File: src/logic/lps_pkg.sv
// Package of commands, states and timing counts shared by both ends of the link.
package lps_pkg;
   // ==========================================================================
   // Geometry and command/address layout
   // ==========================================================================
   localparam int unsigned LPS_NUM_BANKS = 8;
   localparam int unsigned LPS_BA_W = 3;
   localparam int unsigned LPS_CA_W = 10;
   localparam int unsigned LPS_BA_LSB = 7;
   localparam int unsigned LPS_AP_BIT = 0;
   localparam int unsigned LPS_AB_BIT = 4;

   // ==========================================================================
   // Timing, in nanoseconds, and the derived cycle counts at 50 MHz
   // ==========================================================================
   localparam int unsigned LPS_CLK_PERIOD_NS = 20;
   localparam int unsigned LPS_T_RP_NS = 18;
   localparam int unsigned LPS_T_RCD_NS = 18;
   localparam int unsigned LPS_T_RFCPB_NS = 90;
   localparam int unsigned LPS_T_RFCAB_NS = 130;
   localparam int unsigned LPS_T_MRR_NS = 40;
   localparam int unsigned LPS_T_MRW_NS = 100;
   localparam int unsigned LPS_T_XP_NS = 8;
   localparam int unsigned LPS_T_XSR_NS = 140;
   localparam int unsigned LPS_T_INIT_NS = 10000;
   localparam int unsigned LPS_T_BURST_NS = 80;

   // Least times round up, never below one cycle.
   function automatic int unsigned lps_cyc(input int unsigned ns);
      int unsigned c;
      c = (ns + LPS_CLK_PERIOD_NS - 1) / LPS_CLK_PERIOD_NS;
      return (c < 1) ? 1 : c;
   endfunction

   localparam int unsigned LPS_RP_CYC = lps_cyc(LPS_T_RP_NS);
   localparam int unsigned LPS_RCD_CYC = lps_cyc(LPS_T_RCD_NS);
   localparam int unsigned LPS_RFCPB_CYC = lps_cyc(LPS_T_RFCPB_NS);
   localparam int unsigned LPS_RFCAB_CYC = lps_cyc(LPS_T_RFCAB_NS);
   localparam int unsigned LPS_MRR_CYC = lps_cyc(LPS_T_MRR_NS);
   localparam int unsigned LPS_MRW_CYC = lps_cyc(LPS_T_MRW_NS);
   localparam int unsigned LPS_XP_CYC = lps_cyc(LPS_T_XP_NS);
   localparam int unsigned LPS_XSR_CYC = lps_cyc(LPS_T_XSR_NS);
   localparam int unsigned LPS_INIT_CYC = lps_cyc(LPS_T_INIT_NS);
   localparam int unsigned LPS_BURST_CYC = lps_cyc(LPS_T_BURST_NS);
   localparam int unsigned LPS_CNT_W = 16;

   // ==========================================================================
   // Decoded commands
   // ==========================================================================
   typedef enum logic [3:0] {
      LPS_CMD_NOP, LPS_CMD_ACT, LPS_CMD_RD, LPS_CMD_WR, LPS_CMD_PRE, LPS_CMD_BST,
      LPS_CMD_REFPB, LPS_CMD_REFAB, LPS_CMD_MRR, LPS_CMD_MRW, LPS_CMD_RESET,
      LPS_CMD_SREF, LPS_CMD_DSLEEP, LPS_CMD_PDN
   } lps_cmd_e;

   // Device power state.
   typedef enum logic [3:0] {
      LPS_PWR_ON, LPS_RESETTING, LPS_RUN, LPS_APD, LPS_IPD, LPS_RPD,
      LPS_SREF, LPS_DEEP, LPS_MRW_ST, LPS_MRR_ST, LPS_REFAB_ST
   } lps_dev_e;

   // Per-bank state.
   typedef enum logic [2:0] {
      LPS_B_IDLE, LPS_B_ACTIVATING, LPS_B_ACTIVE, LPS_B_READING, LPS_B_WRITING,
      LPS_B_PRECHARGING, LPS_B_REFRESHING, LPS_B_MRREADING
   } lps_bank_e;
endpackage

File: src/logic/lps_if.sv
// Interface carrying clock enable, chip select and command/address between the ends.
interface lps_if;
   import lps_pkg::*;
   logic cke;
   logic cs_b;
   logic [LPS_CA_W-1:0] ca;
   modport ctrl (output cke, output cs_b, output ca);
   modport mem (input cke, input cs_b, input ca);
endinterface

File: src/logic/lps_bank.sv
// One bank's command state machine with its own timer.
module lps_bank
   import lps_pkg::*;
(
   // Clock and reset.
   input wire logic i_core_clk,
   input wire logic i_rst_b,
   // Command directed at this bank, already accepted by the device.
   input wire logic i_go,
   input wire lps_cmd_e i_cmd,
   input wire logic i_ap,
   input wire logic i_bst,
   input wire logic i_all_idle,
   // State view.
   output lps_bank_e o_state,
   output logic o_illegal
);
   typedef struct packed {
      lps_bank_e st;
      logic ap;
      logic [LPS_CNT_W-1:0] cnt;
   } lps_bank_s;

   lps_bank_s bank_reg;
   lps_bank_s bank_next;

   // ==========================================================================
   // Next-state logic
   // ==========================================================================
   always_comb begin
      bank_next = bank_reg;
      o_illegal = 1'b0;
      if (bank_reg.cnt != '0) begin
         bank_next.cnt = bank_reg.cnt - 1'b1;
      end
      // Timer expiry ends timed states.
      if (bank_reg.cnt == LPS_CNT_W'(1)) begin
         unique case (bank_reg.st)
            LPS_B_ACTIVATING: bank_next.st = LPS_B_ACTIVE;
            LPS_B_MRREADING: bank_next.st = LPS_B_ACTIVE;
            LPS_B_READING, LPS_B_WRITING: begin
               if (bank_reg.ap) begin
                  bank_next.st = LPS_B_PRECHARGING;
                  bank_next.ap = 1'b0;
                  bank_next.cnt = LPS_CNT_W'(LPS_RP_CYC);
               end else begin
                  bank_next.st = LPS_B_ACTIVE;
               end
            end
            default: bank_next.st = LPS_B_IDLE;
         endcase
      end
      if (i_bst) begin
         bank_next.st = LPS_B_ACTIVE;
         bank_next.ap = 1'b0;
         bank_next.cnt = '0;
      end
      if (i_go) begin
         unique case (bank_reg.st)
            LPS_B_IDLE: begin
               if (i_cmd == LPS_CMD_ACT) begin
                  bank_next.st = LPS_B_ACTIVATING;
                  bank_next.cnt = LPS_CNT_W'(LPS_RCD_CYC);
               end else if (i_cmd == LPS_CMD_REFPB && i_all_idle) begin
                  bank_next.st = LPS_B_REFRESHING;
                  bank_next.cnt = LPS_CNT_W'(LPS_RFCPB_CYC);
               end else if (i_cmd == LPS_CMD_PRE) begin
                  bank_next.st = LPS_B_PRECHARGING;
                  bank_next.cnt = LPS_CNT_W'(LPS_RP_CYC);
               end else begin
                  o_illegal = 1'b1;
               end
            end
            LPS_B_ACTIVE, LPS_B_READING, LPS_B_WRITING: begin
               if (bank_reg.ap) begin
                  o_illegal = 1'b1;
               end else if (i_cmd == LPS_CMD_RD || i_cmd == LPS_CMD_WR) begin
                  bank_next.st = (i_cmd == LPS_CMD_RD) ? LPS_B_READING : LPS_B_WRITING;
                  bank_next.ap = i_ap;
                  bank_next.cnt = LPS_CNT_W'(LPS_BURST_CYC);
               end else if (i_cmd == LPS_CMD_PRE) begin
                  bank_next.st = LPS_B_PRECHARGING;
                  bank_next.cnt = LPS_CNT_W'(LPS_RP_CYC);
               end else if (i_cmd == LPS_CMD_MRR && bank_reg.st == LPS_B_ACTIVE) begin
                  bank_next.st = LPS_B_MRREADING;
                  bank_next.cnt = LPS_CNT_W'(LPS_MRR_CYC);
               end else begin
                  o_illegal = 1'b1;
               end
            end
            default: o_illegal = 1'b1;
         endcase
      end
   end

   always_ff @(posedge i_core_clk or negedge i_rst_b) begin
      if (!i_rst_b) begin
         bank_reg <= '{st: LPS_B_IDLE, ap: 1'b0, cnt: '0};
      end else begin
         bank_reg <= bank_next;
      end
   end

   assign o_state = bank_reg.st;
endmodule // lps_bank

File: src/logic/lps_mem.sv
// Device end: power state tracking over eight bank state machines.
module lps_mem
   import lps_pkg::*;
#(
   parameter int unsigned INIT_CYC = LPS_INIT_CYC
) (
   // Clock and reset.
   input wire logic i_core_clk,
   input wire logic i_rst_b,
   // Link from the controller.
   lps_if.mem link,
   // Status toward the user side.
   output lps_dev_e o_dev_state,
   output logic [LPS_NUM_BANKS*3-1:0] o_bank_states,
   output logic o_illegal
);
   typedef struct packed {
      logic [1:0] cke_s;
      logic [1:0] cs_s;
      logic [LPS_CA_W-1:0] ca_s1;
      logic [LPS_CA_W-1:0] ca_s2;
      logic cke_prev;
      lps_dev_e dev;
      logic [LPS_CNT_W-1:0] cnt;
      logic [LPS_CNT_W-1:0] init_cnt;
      logic [LPS_BA_W-1:0] last_bank;
      logic illegal;
      logic [LPS_NUM_BANKS*3-1:0] bstate;
   } lps_mem_s;

   lps_mem_s mem_reg;
   lps_mem_s mem_next;
   lps_cmd_e cmd;
   logic cke;
   logic cs_b;
   logic [LPS_CA_W-1:0] ca;
   logic [LPS_BA_W-1:0] ba;
   logic all_idle;
   logic any_active;
   logic bank_cmd;
   logic [LPS_NUM_BANKS-1:0] go;
   logic [LPS_NUM_BANKS-1:0] burst_terminate_cmd;
   logic [LPS_NUM_BANKS-1:0] bill;
   logic [LPS_NUM_BANKS-1:0] bidle;
   lps_bank_e bst_st [LPS_NUM_BANKS];

   // ==========================================================================
   // Pin sampling and command decode
   // ==========================================================================
   // Edge-sampled select and enable.
   assign cke = mem_reg.cke_s[1];
   assign cs_b = mem_reg.cs_s[1];
   assign ca = mem_reg.ca_s2;
   assign ba = ca[LPS_BA_LSB +: LPS_BA_W];

   always_comb begin
      cmd = LPS_CMD_NOP;
      if (!cs_b) begin
         unique casez (ca[3:0])
            4'b0000: cmd = LPS_CMD_MRW;
            4'b1000: cmd = LPS_CMD_MRR;
            4'b0100: cmd = LPS_CMD_REFPB;
            4'b1100: cmd = LPS_CMD_REFAB;
            4'b??10: cmd = LPS_CMD_ACT;
            4'b0001: cmd = LPS_CMD_WR;
            4'b0101: cmd = LPS_CMD_RD;
            4'b1011: cmd = LPS_CMD_PRE;
            4'b0011: cmd = LPS_CMD_BST;
            default: cmd = LPS_CMD_NOP;
         endcase
         if (!cke && mem_reg.cke_prev) begin
            cmd = (ca[2:0] == 3'b100) ? LPS_CMD_SREF :
                  (ca[2:0] == 3'b011) ? LPS_CMD_DSLEEP : LPS_CMD_NOP;
         end
      end
   end

   // ==========================================================================
   // Bank array
   // ==========================================================================
   always_comb begin
      all_idle = &bidle;
      any_active = ~all_idle;
   end

   assign bank_cmd = mem_reg.dev == LPS_RUN && cke && mem_reg.cke_prev;

   for (genvar b = 0; b < LPS_NUM_BANKS; b++) begin : g_bank
      logic hit;
      assign bidle[b] = bst_st[b] == LPS_B_IDLE;
      assign hit = LPS_BA_W'(b) == ba;
      // Precharge-all reaches every bank; one still activating or mode reading flags it illegal and keeps its row open.
      assign go[b] = bank_cmd && ((hit && (cmd == LPS_CMD_ACT || cmd == LPS_CMD_RD ||
         cmd == LPS_CMD_WR || cmd == LPS_CMD_REFPB || (cmd == LPS_CMD_MRR && !all_idle) ||
         (cmd == LPS_CMD_PRE && !ca[LPS_AB_BIT]))) ||
         (cmd == LPS_CMD_PRE && ca[LPS_AB_BIT]));
      assign burst_terminate_cmd[b] = bank_cmd && cmd == LPS_CMD_BST && mem_reg.last_bank == LPS_BA_W'(b);
      assign o_bank_states[b*3 +: 3] = mem_reg.bstate[b*3 +: 3];
      lps_bank u_bank (
         .i_core_clk(i_core_clk),
         .i_rst_b(i_rst_b),
         .i_go(go[b]),
         .i_cmd(cmd),
         .i_ap(mem_reg.ca_s1[LPS_AP_BIT]),
         .i_bst(burst_terminate_cmd[b] && (bst_st[b] == LPS_B_READING || bst_st[b] == LPS_B_WRITING)),
         .i_all_idle(bidle[b]),
         .o_state(bst_st[b]),
         .o_illegal(bill[b])
      );
   end

   // ==========================================================================
   // Device power state machine
   // ==========================================================================
   always_comb begin
      mem_next = mem_reg;
      mem_next.cke_s = {mem_reg.cke_s[0], link.cke};
      mem_next.cs_s = {mem_reg.cs_s[0], link.cs_b};
      mem_next.ca_s1 = link.ca;
      mem_next.ca_s2 = mem_reg.ca_s1;
      mem_next.cke_prev = cke;
      for (int i = 0; i < LPS_NUM_BANKS; i++) begin
         mem_next.bstate[i*3 +: 3] = bst_st[i];
      end
      if (mem_reg.cnt != '0) begin
         mem_next.cnt = mem_reg.cnt - 1'b1;
      end
      if (mem_reg.init_cnt != '0) begin
         mem_next.init_cnt = mem_reg.init_cnt - 1'b1;
      end
      if (bank_cmd && (cmd == LPS_CMD_RD || cmd == LPS_CMD_WR)) begin
         mem_next.last_bank = ba;
      end
      if (|bill) begin
         mem_next.illegal = 1'b1;
      end
      if (bank_cmd && cmd == LPS_CMD_BST && !(|burst_terminate_cmd)) begin
         mem_next.illegal = 1'b1;
      end
      unique case (mem_reg.dev)
         LPS_APD, LPS_IPD, LPS_RPD, LPS_SREF, LPS_DEEP: begin
            if (!mem_reg.cke_prev && cke) begin
               if (!cs_b) begin
                  mem_next.illegal = 1'b1;
               end
               unique case (mem_reg.dev)
                  LPS_DEEP: mem_next.dev = LPS_PWR_ON; // Deep exit.
                  LPS_RPD: mem_next.dev = (mem_reg.init_cnt == '0) ? LPS_RUN : LPS_RESETTING;
                  default: mem_next.dev = LPS_RUN;
               endcase
            end
         end
         LPS_RUN, LPS_RESETTING, LPS_PWR_ON: begin
            if (mem_reg.cke_prev && !cke) begin
               if (mem_reg.dev == LPS_RESETTING && cs_b) begin
                  mem_next.dev = LPS_RPD;
               end else if (mem_reg.dev != LPS_RUN) begin
                  mem_next.illegal = 1'b1;
               end else if (cs_b) begin
                  mem_next.dev = any_active ? LPS_APD : LPS_IPD;
               end else if (all_idle && cmd == LPS_CMD_SREF) begin
                  mem_next.dev = LPS_SREF;
               end else if (all_idle && cmd == LPS_CMD_DSLEEP) begin
                  mem_next.dev = LPS_DEEP;
               end else begin
                  mem_next.illegal = 1'b1;
               end
            end else if (cke && mem_reg.cke_prev && cmd != LPS_CMD_NOP) begin
               if (cmd == LPS_CMD_MRW && ca[9:4] == '1 &&
                   (mem_reg.dev != LPS_RUN || all_idle)) begin
                  mem_next.dev = LPS_RESETTING;
                  mem_next.init_cnt = LPS_CNT_W'(INIT_CYC);
               end else if (mem_reg.dev == LPS_RESETTING && cmd == LPS_CMD_MRR) begin
                  mem_next.dev = LPS_MRR_ST;
                  mem_next.cnt = LPS_CNT_W'(LPS_MRR_CYC);
               end else if (mem_reg.dev != LPS_RUN) begin
                  mem_next.illegal = 1'b1;
               end else if (cmd == LPS_CMD_REFAB || cmd == LPS_CMD_MRW ||
                            (cmd == LPS_CMD_MRR && all_idle)) begin
                  if (!all_idle) begin
                     mem_next.illegal = 1'b1;
                  end else begin
                     mem_next.dev = (cmd == LPS_CMD_REFAB) ? LPS_REFAB_ST :
                                    (cmd == LPS_CMD_MRW) ? LPS_MRW_ST : LPS_MRR_ST;
                     mem_next.cnt = LPS_CNT_W'((cmd == LPS_CMD_REFAB) ? LPS_RFCAB_CYC :
                                    (cmd == LPS_CMD_MRW) ? LPS_MRW_CYC : LPS_MRR_CYC);
                  end
               end else if (cmd == LPS_CMD_PRE && ca[LPS_AB_BIT]) begin
                  mem_next.dev = LPS_REFAB_ST;
                  mem_next.cnt = LPS_CNT_W'(LPS_RP_CYC);
               end
            end
         end
         LPS_MRW_ST, LPS_MRR_ST, LPS_REFAB_ST: begin
            if (mem_reg.cnt <= LPS_CNT_W'(1)) begin
               mem_next.dev = LPS_RUN;
            end
            if (cke && mem_reg.cke_prev && cmd != LPS_CMD_NOP) begin
               mem_next.illegal = 1'b1;
            end
         end
         default: mem_next.illegal = 1'b1;
      endcase
   end

   always_ff @(posedge i_core_clk or negedge i_rst_b) begin
      if (!i_rst_b) begin
         mem_reg <= '{cke_s: 2'b00, cs_s: 2'b11, ca_s1: '0, ca_s2: '0, cke_prev: 1'b0,
                      dev: LPS_PWR_ON, cnt: '0, init_cnt: '0, last_bank: '0,
                      illegal: 1'b0, bstate: '0};
      end else begin
         mem_reg <= mem_next;
      end
   end

   assign o_dev_state = mem_reg.dev;
   assign o_illegal = mem_reg.illegal;
endmodule // lps_mem

File: src/flat_wrapper.sv
// flat-port wrapper written by rule: the top's interface ports become plain ports
module lps_mem_flat import lps_pkg::*;
#(
   parameter int unsigned INIT_CYC = LPS_INIT_CYC
)
  (i_core_clk, i_rst_b, o_dev_state, o_bank_states, o_illegal, link_cke, link_cs_b, link_ca);
  lps_if link_i ();
  input wire logic i_core_clk;
  input wire logic i_rst_b;
  output lps_dev_e o_dev_state;
  output logic [LPS_NUM_BANKS*3-1:0] o_bank_states;
  output logic o_illegal;
  input wire logic [$bits(link_i.cke)-1:0] link_cke;
  input wire logic [$bits(link_i.cs_b)-1:0] link_cs_b;
  input wire logic [$bits(link_i.ca)-1:0] link_ca;
  assign link_i.cke = link_cke;
  assign link_i.cs_b = link_cs_b;
  assign link_i.ca = link_ca;
  lps_mem #(.INIT_CYC(INIT_CYC)) u_core (.i_core_clk(i_core_clk), .i_rst_b(i_rst_b), .link(link_i), .o_dev_state(o_dev_state), .o_bank_states(o_bank_states), .o_illegal(o_illegal));
endmodule
File: config.mk
export PLATFORM = sky130hd
export DESIGN_NAME = lps_mem_flat
export DESIGN_NICKNAME = d
export VERILOG_FILES = /design/src/logic/lps_pkg.sv /design/src/logic/lps_if.sv /design/src/logic/lps_bank.sv /design/src/logic/lps_mem.sv /design/src/flat_wrapper.sv
export SDC_FILE = /design/constraint.sdc
export NUM_CORES = 1
export LEC_CHECK = 0
export ABC_AREA = 1
export BUFFER_PORTS_ARGS = -buffer_cell sky130_fd_sc_hd__buf_2
export CAP_MARGIN = 20
export CORE_MARGIN = 3
export CORE_UTILIZATION = 40
export CTS_CLUSTER_SIZE = 25
export DETAILED_ROUTE_END_ITERATION = 10
export PLACE_DENSITY = 0.63
export SLEW_MARGIN = 20
export SYNTH_ARGS = -nofsm -noshare
export SYNTH_HDL_FRONTEND = slang
export SYNTH_HIERARCHICAL = 1
export SYNTH_SLANG_ARGS = --single-unit
File: constraint.sdc
create_clock -name i_core_clk -period 10.3 [get_ports i_core_clk]
set_input_delay 0.515 -clock i_core_clk [delete_from_list [all_inputs] [get_ports i_core_clk]]
set_output_delay 0.515 -clock i_core_clk [all_outputs]
set_load 0.01 [all_outputs]
==> reports/qor.yml, run 1 <==
synthMuxAreaShare_pct: 0
htree_levels: 1
synth_simple_gate_area_share_pct: 37.2
synth_top_area_cell: "dfrtp_1"
violations: "hold timing"
finalMaxSlewViolations: 0
synthFlopType: "dfrtp_1"
endpoint_kind: "flip-flop"
synth_compound_area_share_pct: 10.1
synth_xor_xnor_area_share_pct: 5.94
track_usage_pct: 17.3
synthDistinctLibCells: 53
rr_worst_depth: 15
start_util_pct: 41.0
avgSynthCellArea_um2: 7.41
rrSetupSlack_ns: 6.59
tightest_slew_ns: 0.918
syn2layout_area_growth_pct: 8.31
largest_reg_flops: 136
min_period_ns: 3.71
drtIter0Drc: 1136
worstSetupStartpoint: "u_core/cke$_DFF_PN0_"
fin_crit_sh_pct: 36.0
cts_hold_buf: 0
syn_inst: 2347
dieArea_um2: 46000
clk-insertion-delay-late_ns: 0.58
dp_slack_ns: 6.43
synth-adder-area-share_pct: 1.44
path_max_fanout: 22
grt_max_degree: 112
final_cell_mix: "nand2_1 (481), nor2_1 (308), inv_1 (265)"
clk_pin_slew_ns: 0.06
status: "complete, but fails checks"
timing.final.ws_setup_ns: 6.59
antenna_found_initial: 0
finalSetupViolations: 0
p_leak_uw: 0.00881
setup_tns_ns: 0
dr.pass1.iters: 6
yosys_warnings: 6
cts_tree: "yes"
powerDensity_nw_per_um2: 262
wire_per_inst_um: 13.6
yosysSeqAreaShare_pct: 35.8
yosys_register_bits: 249
io_buffers: 42
ios: 43
skew_ns: 0.0234
cp.depth: 15
post_cts_buffers: 0
nNetsFinal: 2395
rsz0062_at_grt: "false"
clock-sinks: 249
cp_top_family: "simple AND/OR/NAND/NOR gates"
fp.dieW_um: 215
dp_hpwl_um: 30200
synth_area_um2: 17400
worstSetupStartpointType: "flip-flop"
synth_top_family_by_area: "simple AND/OR/NAND/NOR gates"
cts_made_buffers: 30
core_um2: 42400
dp.cells: 2905
critPathKind: "flip-flop to flip-flop"
grt_pass1_wl_um: 68700
place_congestion: 0.923
num_rows: 75
drive_above_1_share_pct: 18.5
wirelength_um: 40300
cts_buffer_depth: 3
cts_root_buf: "clkbuf_16"
post_layout_nonfiller_instances: 2958
worstPathCellList: "nor2_4 > nand2_1 > nand3_1 > clkinv_1 > buf_16 > o211ai_1 > o211ai_2 > nand4_1 > a21oi_1 > inv_1 > a21oi_1 > nor3_1 > nand4_1 > o311ai_0 > nand3_1"
cts-resized-gates: 0
hold_viol: 6
n_antenna_cell: 0
critPathArrivalTime_ns: 4.17
crit_path_max_incr_delay_ns: 0.43
die_h_um: 215
synth.area.top_cells: "dfrtp_1 (36%), nand2_1 (10%), nor2_1 (6.7%)"
drc_errors: 0
detail_route.vias_per_cell: 5.02
hold_path.class: "primary input to asynchronous set/reset pin"
yosysTopAreaCellShare_pct: 35.5
async_flop_share_pct: 100
grt_pass1_vias: 14400
syn_nets: 2381
ir_drop_uv: 185
grt.overflow.total: 0
cp_slowest_cell: "dfrtp_1"
required_ns: 10.75
drt.antenna.violating_nets: 0
finish.utilization_pct: 44.4
max_freq_mhz: 269
synth_edf_count: 0
final_common_cell: "nand2_1"
drv_cap: 0
r2r-start: "u_core/cke$_DFF_PN0_"
crit_buf_inv: 3
relSlewSlack_pct: 38.2
holdWs_ns: -0.0298
vias: 14800
cell type report:
class / count / area, um2
Clock buffer: 44 / 873
Clock inverter: 8 / 109
Fill cell: 4287 / 23600
Inverter: 297 / 1120
Multi-Input combinational cell: 1736 / 9500
Sequential cell: 249 / 6230
Tap cell: 577 / 722
Timing Repair Buffer: 47 / 282
logic make-up after synthesis:
family,after synthesis
AND/OR/NAND/NOR,1311
buffers and inverters,362
XOR/XNOR,118
AO/OA/AOI/OAI,287
flip-flops,249
adder cells (fa/ha/maj),20
path summary, 6_finish.rpt:
kind	end
setup reg to reg	u_core/o_illegal$_DFF_PN0_
max in group asynchronous	u_core/mem_reg[44]$_DFF_PN0_
hold reg to reg	u_core/ca[6]$_DFF_PN0_
setup / recovery	u_core/o_illegal$_DFF_PN0_
min in group i_core_clk	u_core/mem_next[69]$_DFF_PN0_
hold / removal	u_core/g_bank[0].u_bank/bank_reg[9]$_DFF_PN0_
per-stage QoR:
step	total power [uW]	area [um2]
3_5_place_dp	3890	17800
4_1_cts	4990	18800
6_report	4940	18800
5_1_grt	5400	18800
3_3_place_gp	3870	17800
2_1_floorplan	3470	17400
cell usage after synthesis (4+ instances only):
| cell type | count |
|---|---|
| o21ai_1 | 15 |
| nor2_4 | 29 |
| a21oi_4 | 4 |
| nand3_2 | 17 |
| nor2_2 | 142 |
| xnor2_1 | 23 |
| ha_1 | 20 |
| nor3_1 | 39 |
| nand4_1 | 35 |
| o221ai_1 | 6 |
| o22ai_1 | 5 |
| nor4_1 | 7 |
| inv_1 | 266 |
| inv_2 | 27 |
| nor3b_1 | 21 |
| o2111ai_1 | 9 |
| buf_12 | 4 |
| nand2_2 | 61 |
| o211ai_1 | 15 |
| nor2_1 | 309 |
| buf_6 | 5 |
| o21ai_2 | 5 |
| and3_1 | 4 |
| a21oi_2 | 12 |
| nand3b_1 | 5 |
| buf_4 | 52 |
| clkinv_2 | 4 |
| nand2_4 | 19 |
| xor2_1 | 95 |
| a21oi_1 | 103 |
| nor3_2 | 9 |
| o31ai_1 | 8 |
| a31oi_1 | 5 |
| nand2_1 | 481 |
| dfrtp_1 | 247 |
| nand3_1 | 122 |
| o21ai_0 | 85 |
worst reg2reg max path: stages (launching register included):
cell	delay [ns]
dfrtp_1	0.43
nor2_4	0.20
nand2_1	0.11
nand3_1	0.16
clkinv_1	0.44
buf_16	0.33
o211ai_1	0.19
o211ai_2	0.23
nand4_1	0.15
a21oi_1	0.16
inv_1	0.14
a21oi_1	0.05
nor3_1	0.33
nand4_1	0.18
o311ai_0	0.37
nand3_1	0.12
power by group:
group / leakage, uW / switching [uW] / internal (uW)
Sequential: 0.00313 / 394 / 1360
Clock: 0.000484 / 417 / 633
Combinational: 0.00520 / 1360 / 783
per-layer routing:
metal / vias up / GRT usage, % / part of all wire (%)
met5: - / 0 / 0
met2: 355 / 28.1 / 45
li1: 7496 / - / -
met4: 0 / 4.35 / 2.3
met1: 6905 / 24.3 / 48
met3: 82 / 2.76 / 5.0
No activity file was read; power rests on OpenSTA's default activity.
==> run 2, diff against run 1 <==
ABC_AREA = 0   (was 1)
clock period = 3.49 ns   (was 10.3 ns; I/O delays follow)
==> run 2 against run 1 <==
Compared with the run above:
- flip-flop and latch count unchanged
- largest power group is now registers
- via count up 5.7%
- total power rose to 2.6 times the previous value
- die area up 0.24%
- the run now ends clean
- critical path depth up 1
==> reports/qor.yml, run 2 <==
status: "completed"
nNetsFinal: 2165  # -9.6%
cts_made_buffers: 31  # +3.3%
cts_root_buf: "clkbuf_16"
yosys_register_bits: 249  # unchanged
track_usage_pct: 18.7  # +1.4 points
dp.cells: 2662  # -8.4%
clk_pin_slew_ns: 0.07  # about the same
tightest_slew_ns: 1.00  # +0.0838 ns
drtIter0Drc: 1303  # +15%
clk-insertion-delay-late_ns: 0.58  # about the same
post_layout_nonfiller_instances: 2733  # -7.6%
critPathKind: "flip-flop to flip-flop"
clock-sinks: 249  # unchanged
die_h_um: 215  # +0.12%
ios: 43  # unchanged
wirelength_um: 44500  # +10%
grtUsageMet1_pct: 25.1  # +0.74 points
grt.overflow.total: 0  # unchanged
htree_levels: 1  # unchanged
drc_errors: 0  # unchanged
skew_ns: 0.0195  # -0.00393 ns
sw_frac_of_total_pct: 37.2  # -6.7 points
synthFlopType: "dfrtp_1"
start_util_pct: 41.0  # about the same
drv_cap: 0  # unchanged
synth_edf_count: 0  # unchanged
critPathArrivalTime_ns: 3.92  # -0.25 ns
num_rows: 75  # unchanged
hold_viol: 0  # -6
min_period_ns: 3.46  # -0.248 ns
p_sw_uw: 4800  # +120%
place_congestion: 0.918  # -0.44%
largest_reg_flops: 136  # unchanged
worstPathCellList: "and3b_1 > a21oi_2 > o22a_1 > nor2_4 > buf_4 > or4b_4 > o21a_4 > and3_4 > nor2_1 > a21boi_0 > or4_1 > nor3_2 > buf_4 > o211ai_1 > a21oi_1 > o21ai_1"
clockPowerShare_pct: 27.6  # +6.4 points
synth_commonest_cells: "nor2_1 (278), dfrtp_1 (247), a21oi_1 (137)"
final_cell_mix: "nor2_1 (273), dfrtp_1 (246), a21oi_1 (136)"
setup_tns_ns: 0  # unchanged
cts_buffer_depth: 3  # unchanged
synth_area_um2: 17400  # +0.25%
yosysMostFrequentCell: "nor2_1"
synthDistinctLibCells: 102  # +92%
synth_top_area_cell: "dfrtp_1"
yosysTopAreaCellShare_pct: 35.4  # -0.089 points
grtUsageMet2_pct: 31.8  # +3.7 points
dr.pass1.iters: 6  # unchanged
core_um2: 42500  # +0.22%
path_max_fanout: 14  # -36%
multi_input_area_um2: 10200  # +7.3%
synth.area.top_cells: "dfrtp_1 (35%), nor2_1 (6.0%), a21oi_1 (3.9%)"
dieArea_um2: 46100  # +0.24%
relSlewSlack_pct: 32.6  # -5.6 points
drive_above_1_share_pct: 16.9  # -1.6 points
crit_top_cell: "buf_4"
drt.antenna.violating_nets: 0  # unchanged
fin_crit_sh_pct: 99.2  # +63 points
fp.dieW_um: 215  # +0.12%
finish.utilization_pct: 46.9  # +2.5 points
syn_nets: 2096  # -12%
cts_tree: "yes"
avgSynthCellArea_um2: 8.46  # +14%
seqPwrFrac_pct: 37.9  # +2.4 points
grt_util_met3_pct: 2.58  # -0.18 points
required_ns: 3.95  # -6.80 ns
final_common_cell: "nor2_1"
finalSetupViolations: 0  # unchanged
vias: 15700  # +5.7%
io_buffers: 42  # unchanged
n_antenna_cell: 0  # unchanged
cp_top_family: "simple AND/OR/NAND/NOR gates"
yosys_warnings: 6  # unchanged
internal-power_uw: 8100  # +190%
seq_area_um2: 6230  # about the same
syn2layout_area_growth_pct: 14.3
ir_drop_uv: 404  # +120%
wire_per_inst_um: 16.3  # +20%
grt_pass1_wl_um: 74500  # +8.5%
detail_route.vias_per_cell: 5.74  # +14%
share_comb_of_total_power_pct: 34.6  # -8.7 points
syn_inst: 2062  # -12%
endpoint_kind: "flip-flop"
cp_slowest_cell: "or4b_4"
grt_pass1_vias: 15000  # +4.1%
grt.busiest_layer: "met2"
hold_path.class: "primary input to asynchronous set/reset pin"
placed_cell_area_um2: 18600  # +4.2%
crit_buf_inv: 2  # -1
n_fill_cell: 4096  # -4.5%
async_flop_share_pct: 100  # unchanged
yosysSeqAreaShare_pct: 35.7  # -0.090 points
final_cell_area_um2: 19900  # +5.8%
rsz0062_at_grt: "true"
powerDensity_nw_per_um2: 647  # +150%
crit_path_max_incr_delay_ns: 0.50  # +0.07 ns
worstSetupStartpointType: "flip-flop"
max_freq_mhz: 289  # +7.2%
dp_hpwl_um: 31800  # +5.4%
post_cts_buffers: 0  # unchanged
p_leak_uw: 0.00808  # -8.3%
finalMaxSlewViolations: 0  # unchanged
grt_max_degree: 78  # -30%
power_uw: 12900  # +160%
antenna_found_initial: 0  # unchanged
[run 2: cells by family (layout without fill, tap and decap cells)]
logic type	Yosys count	after routing	share of synthesized area, %
buffers and inverters	216	310	6.61
AOI/OAI and AO/OA	484	484	19.1
adders and majority gates	20	20	1.43
muxes	24	24	1.45
DFF	249	249	35.7
and+or+nand+nor	953	953	29.8
xor gates and xnor gates	116	116	5.83
[run 2: final cells by class]
type | count | share of cell area (%)
multi-input combinational | 1597 | 51.1
sequential | 249 | 31.3
timing repair buffer | 180 | 6.86
clock buffer | 39 | 4.29
tap | 577 | 3.62
clock inverter | 19 | 1.46
inverter | 72 | 1.36
[run 2: layer usage]
metal,up-vias,wire length (um),share of wire [%]
li1,7659,-,-
met1,7545,20100,45
met2,409,21200,48
met3,71,2120,4.8
met4,0,1030,2.3
met5,-,0,0
[run 2: metrics by stage]
step	hold WS, ns	setup WS [ns]
finish	0.175	0.0264
global route	0.216	-0.168
CTS	0.180	0.00101
detailed placement	0.193	-0.0273
global placement	0.192	0.0200
floorplan	-0.121	-0.0155
[run 2: worst register-to-register path: cells and delay by family, from the launching register on]
kind                   cells  cell delay, ns
AOI/OAI and AO/OA          7            0.87
buffers and inverters      2            0.35
DFF                        1            0.44
and+or+nand+nor            7            1.69
[run 2: power groups by stage]
stage	combinational, uW	clock (uW)	sequential [uW]
2_1_floorplan	3510	0	4680
6_report	4460	3560	4880
3_5_place_dp	4410	0	4900
3_3_place_gp	4330	0	4850
4_1_cts	4450	3670	4870
5_1_grt	5030	3780	5040
[run 2: what timing repair did]
| action | in CTS | in global routing |
|---|---|---|
| gates resized for setup | 4 | 13 |
| pin swaps | 0 | 1 |
| endpoints found under the hold margin | 79 | 0 |
| setup endpoints to repair | 12 | 68 |
| hold buffers | 13 | 0 |
[run 2: path summary, 6_finish.rpt]
check	slack, ns	end	cells after the start	startpoint
min	0.18	u_core/g_bank[4].u_bank/bank_reg[15]$_DFF_PN0_	2	i_rst_b
max in group asynchronous	2.40	u_core/cs_b$_DFF_PN1_	3	i_rst_b
min in group i_core_clk	0.23	u_core/mem_next[72]$_DFF_PN0_	2	link_ca[7]
max	0.03	u_core/o_illegal$_DFF_PN0_	16	u_core/ca[1]$_DFF_PN0_
max reg2reg	0.03	u_core/o_illegal$_DFF_PN0_	16	u_core/ca[1]$_DFF_PN0_
min reg2reg	0.35	u_core/ca[5]$_DFF_PN0_	0	u_core/mem_next[70]$_DFF_PN0_
==> run 3, diff against run 2 <==
CTS_BUF_LIST = sky130_fd_sc_hd__clkbuf_2   (was unset)
==> run 3 against run 2 <==
Compared with the run above:
- via count up 2.9%
- design area about the same
- register-to-register slack better by 0.04 ns
- critical path depth unchanged
- maximum frequency up 1.2%
- die area unchanged
- sequential power about the same
- clock skew up 0.084 ns
- core utilization about the same
- clock-buffer cell count up 60
- total power down 8.8%
- highest routed layer unchanged
==> reports/qor.yml, run 3 (synthesis gave the netlist of run 2 again) <==
r2r-start: "u_core/ca[0]$_DFF_PN0_"
ir_drop_uv: 361  # -11%
critPathKind: "flip-flop to flip-flop"
rsz0062_at_grt: "true"
wirelength_um: 46100  # +3.6%
detail_route.vias_per_cell: 5.68  # -1.1%
required_ns: 4.38  # +0.43 ns
min_period_ns: 3.42  # -0.0400 ns
drc_errors: 0  # unchanged
finalSetupViolations: 0  # unchanged
start_util_pct: 41.0  # unchanged
hold_viol: 0  # unchanged
setup_tns_ns: 0  # unchanged
grt_pass1_vias: 15500  # +3.4%
powerDensity_nw_per_um2: 589  # -8.9%
max_freq_mhz: 292  # +1.2%
final_common_cell: "nor2_1"
cts_tree: "yes"
endpoint_kind: "flip-flop"
io_buffers: 42  # unchanged
drt.antenna.violating_nets: 0  # unchanged
clock-sinks: 249  # unchanged
cts_made_buffers: 73  # +140%
path_max_fanout: 7  # -7
finalMaxSlewViolations: 0  # unchanged
ios: 43  # unchanged
clk_pin_slew_ns: 0.13  # +0.06 ns
cts_buffer_depth: 3  # unchanged
grt_pass1_wl_um: 76300  # +2.5%
whs_endpoint: "u_core/mem_next[88]$_DFF_PN0_"
htree_levels: 3  # +2
fp.dieW_um: 215  # unchanged
antenna_found_initial: 2  # +2
syn2layout_area_growth_pct: 14.4  # about the same
nNetsFinal: 2241  # +3.5%
rrSetupSlack_ns: 0.07  # +0.04 ns
fin_crit_sh_pct: 98.1  # -1.1 points
clk-insertion-delay-late_ns: 1.02  # +0.44 ns
wire_per_inst_um: 16.2  # -0.46%
p_leak_uw: 0.00825  # +2.2%
tightest_slew_ns: 0.990  # -0.0122 ns
drv_cap: 0  # unchanged
track_usage_pct: 19.5  # +0.82 points
grt_max_degree: 78  # unchanged
hold_path.class: "primary input to flip-flop"
critPathArrivalTime_ns: 4.31  # +0.39 ns
drive_above_1_share_pct: 20.1  # +3.1 points
dr.pass1.iters: 7  # +1
rr_worst_depth: 16  # unchanged
die_h_um: 215  # unchanged
worstReg2RegEnd: "u_core/o_illegal$_DFF_PN0_"
dp_hpwl_um: 31800  # unchanged
relSlewSlack_pct: 33.4  # +0.82 points
status: "completed"
worstSetupStartpointType: "flip-flop"
vias: 16100  # +2.9%
largest_reg_flops: 136  # unchanged
num_rows: 75  # unchanged
core_um2: 42500  # unchanged
skew_ns: 0.104  # +0.0844 ns
hold_path_startpoint: "link_cke"
hold_depth: 3
grt.overflow.total: 0  # unchanged
n_fill_cell: 4160  # +1.6%
place_congestion: 0.918  # unchanged
dieArea_um2: 46100  # unchanged
power_uw: 11800  # -8.8%
final_cell_mix: "nor2_1 (272), dfrtp_1 (246), a21oi_1 (135)"
drtIter0Drc: 1205  # -7.5%
cts_root_buf: "clkbuf_2"
-- run 3: changes by cell type in the layout (fill, tap and decap cells not counted), moves of 4 or more --
cell	delta
diode_2	+4
bufinv_16	-4
clkbuf_16	-28
dlygate4sd3_1	+13
clkinv_1	+18
clkbuf_2	+99
clkbuf_8	-5
buf_4	+14
-- run 3: area by class of cell --
cell class	instances	area (um2)	area share, %
clock inverter	32	220	1.10
timing repair buffer	214	1740	8.72
tap	577	722	3.62
sequential	249	6230	31.3
inverter	72	270	1.35
antenna	4	10.0	0.0502
clock buffer	99	495	2.48
multi-input combinational	1597	10300	51.4
-- run 3: through the flow --
stage | hold WS [ns] | instances | utilization, % | setup WS (ns) | area [um2]
final | 0.331 | 2844 | 46.9 | 0.0664 | 20000
after global routing | 0.145 | 2844 | 46.9 | -0.124 | 20000
after CTS | 0.166 | 2821 | 46.2 | 0.00975 | 19600
after detailed placement | 0.193 | 2662 | 43.7 | -0.0273 | 18600
after global placement | 0.192 | 2662 | 43.7 | 0.0200 | 18600
after floorplan | -0.121 | 2062 | - | -0.0155 | 17500
-- run 3: per-layer routing --
layer	wire length [um]	GRT usage (%)
met1	20500	25.1
met2	22100	32.4
met3	2320	4.24
met4	1180	7.19
met5	0	0
-- run 3: where the power goes --
part	internal, uW	switching (uW)
clock	1010	1360
combinational	2050	2460
sequential	3830	1040
-- run 3: worst max-delay path: stages, from the launching register on --
cell and delay [ns]:
dfrtp_1 0.43, buf_6 0.14, buf_4 0.15, o31a_1 0.34, nor2_4 0.22, buf_12 0.16, xnor2_1 0.08, or2_2 0.29
a31o_2 0.24, nor2_1 0.11, a21boi_1 0.10, or4_4 0.43, nor3_2 0.14, buf_4 0.14, o211ai_1 0.07, a21oi_1 0.14
o21ai_1 0.09
-- run 3: how the worst max path moves through the flow --
| stage | cells past startpoint | endpoint | from | slack, ns |
|---|---|---|---|---|
| after CTS | 14 | u_core/o_illegal$_DFF_PN0_ | u_core/ca[0]$_DFF_PN0_ | 0.01 |
| after global routing | 16 | u_core/o_illegal$_DFF_PN0_ | u_core/ca[1]$_DFF_PN0_ | -0.12 |
| after detailed placement | 13 | u_core/o_illegal$_DFF_PN0_ | u_core/g_bank[6].u_bank/o_state[1]$_DFF_PN0_ | -0.03 |
| after global placement | 13 | u_core/o_illegal$_DFF_PN0_ | u_core/g_bank[6].u_bank/o_state[1]$_DFF_PN0_ | 0.02 |
| after floorplan | 16 | u_core/o_illegal$_DFF_PN0_ | u_core/mem_reg[64]$_DFF_PN0_ | -0.02 |
| final | 16 | u_core/o_illegal$_DFF_PN0_ | u_core/ca[0]$_DFF_PN0_ | 0.07 |
-- run 3: timing repair --
action,in CTS,in global routing
buffers inserted,1,16
hold endpoints to repair,261,0
gates resized for setup,8,31
pin swaps,2,15
hold buffers,27,0
endpoints found under the setup margin,14,87
cloned,0,3
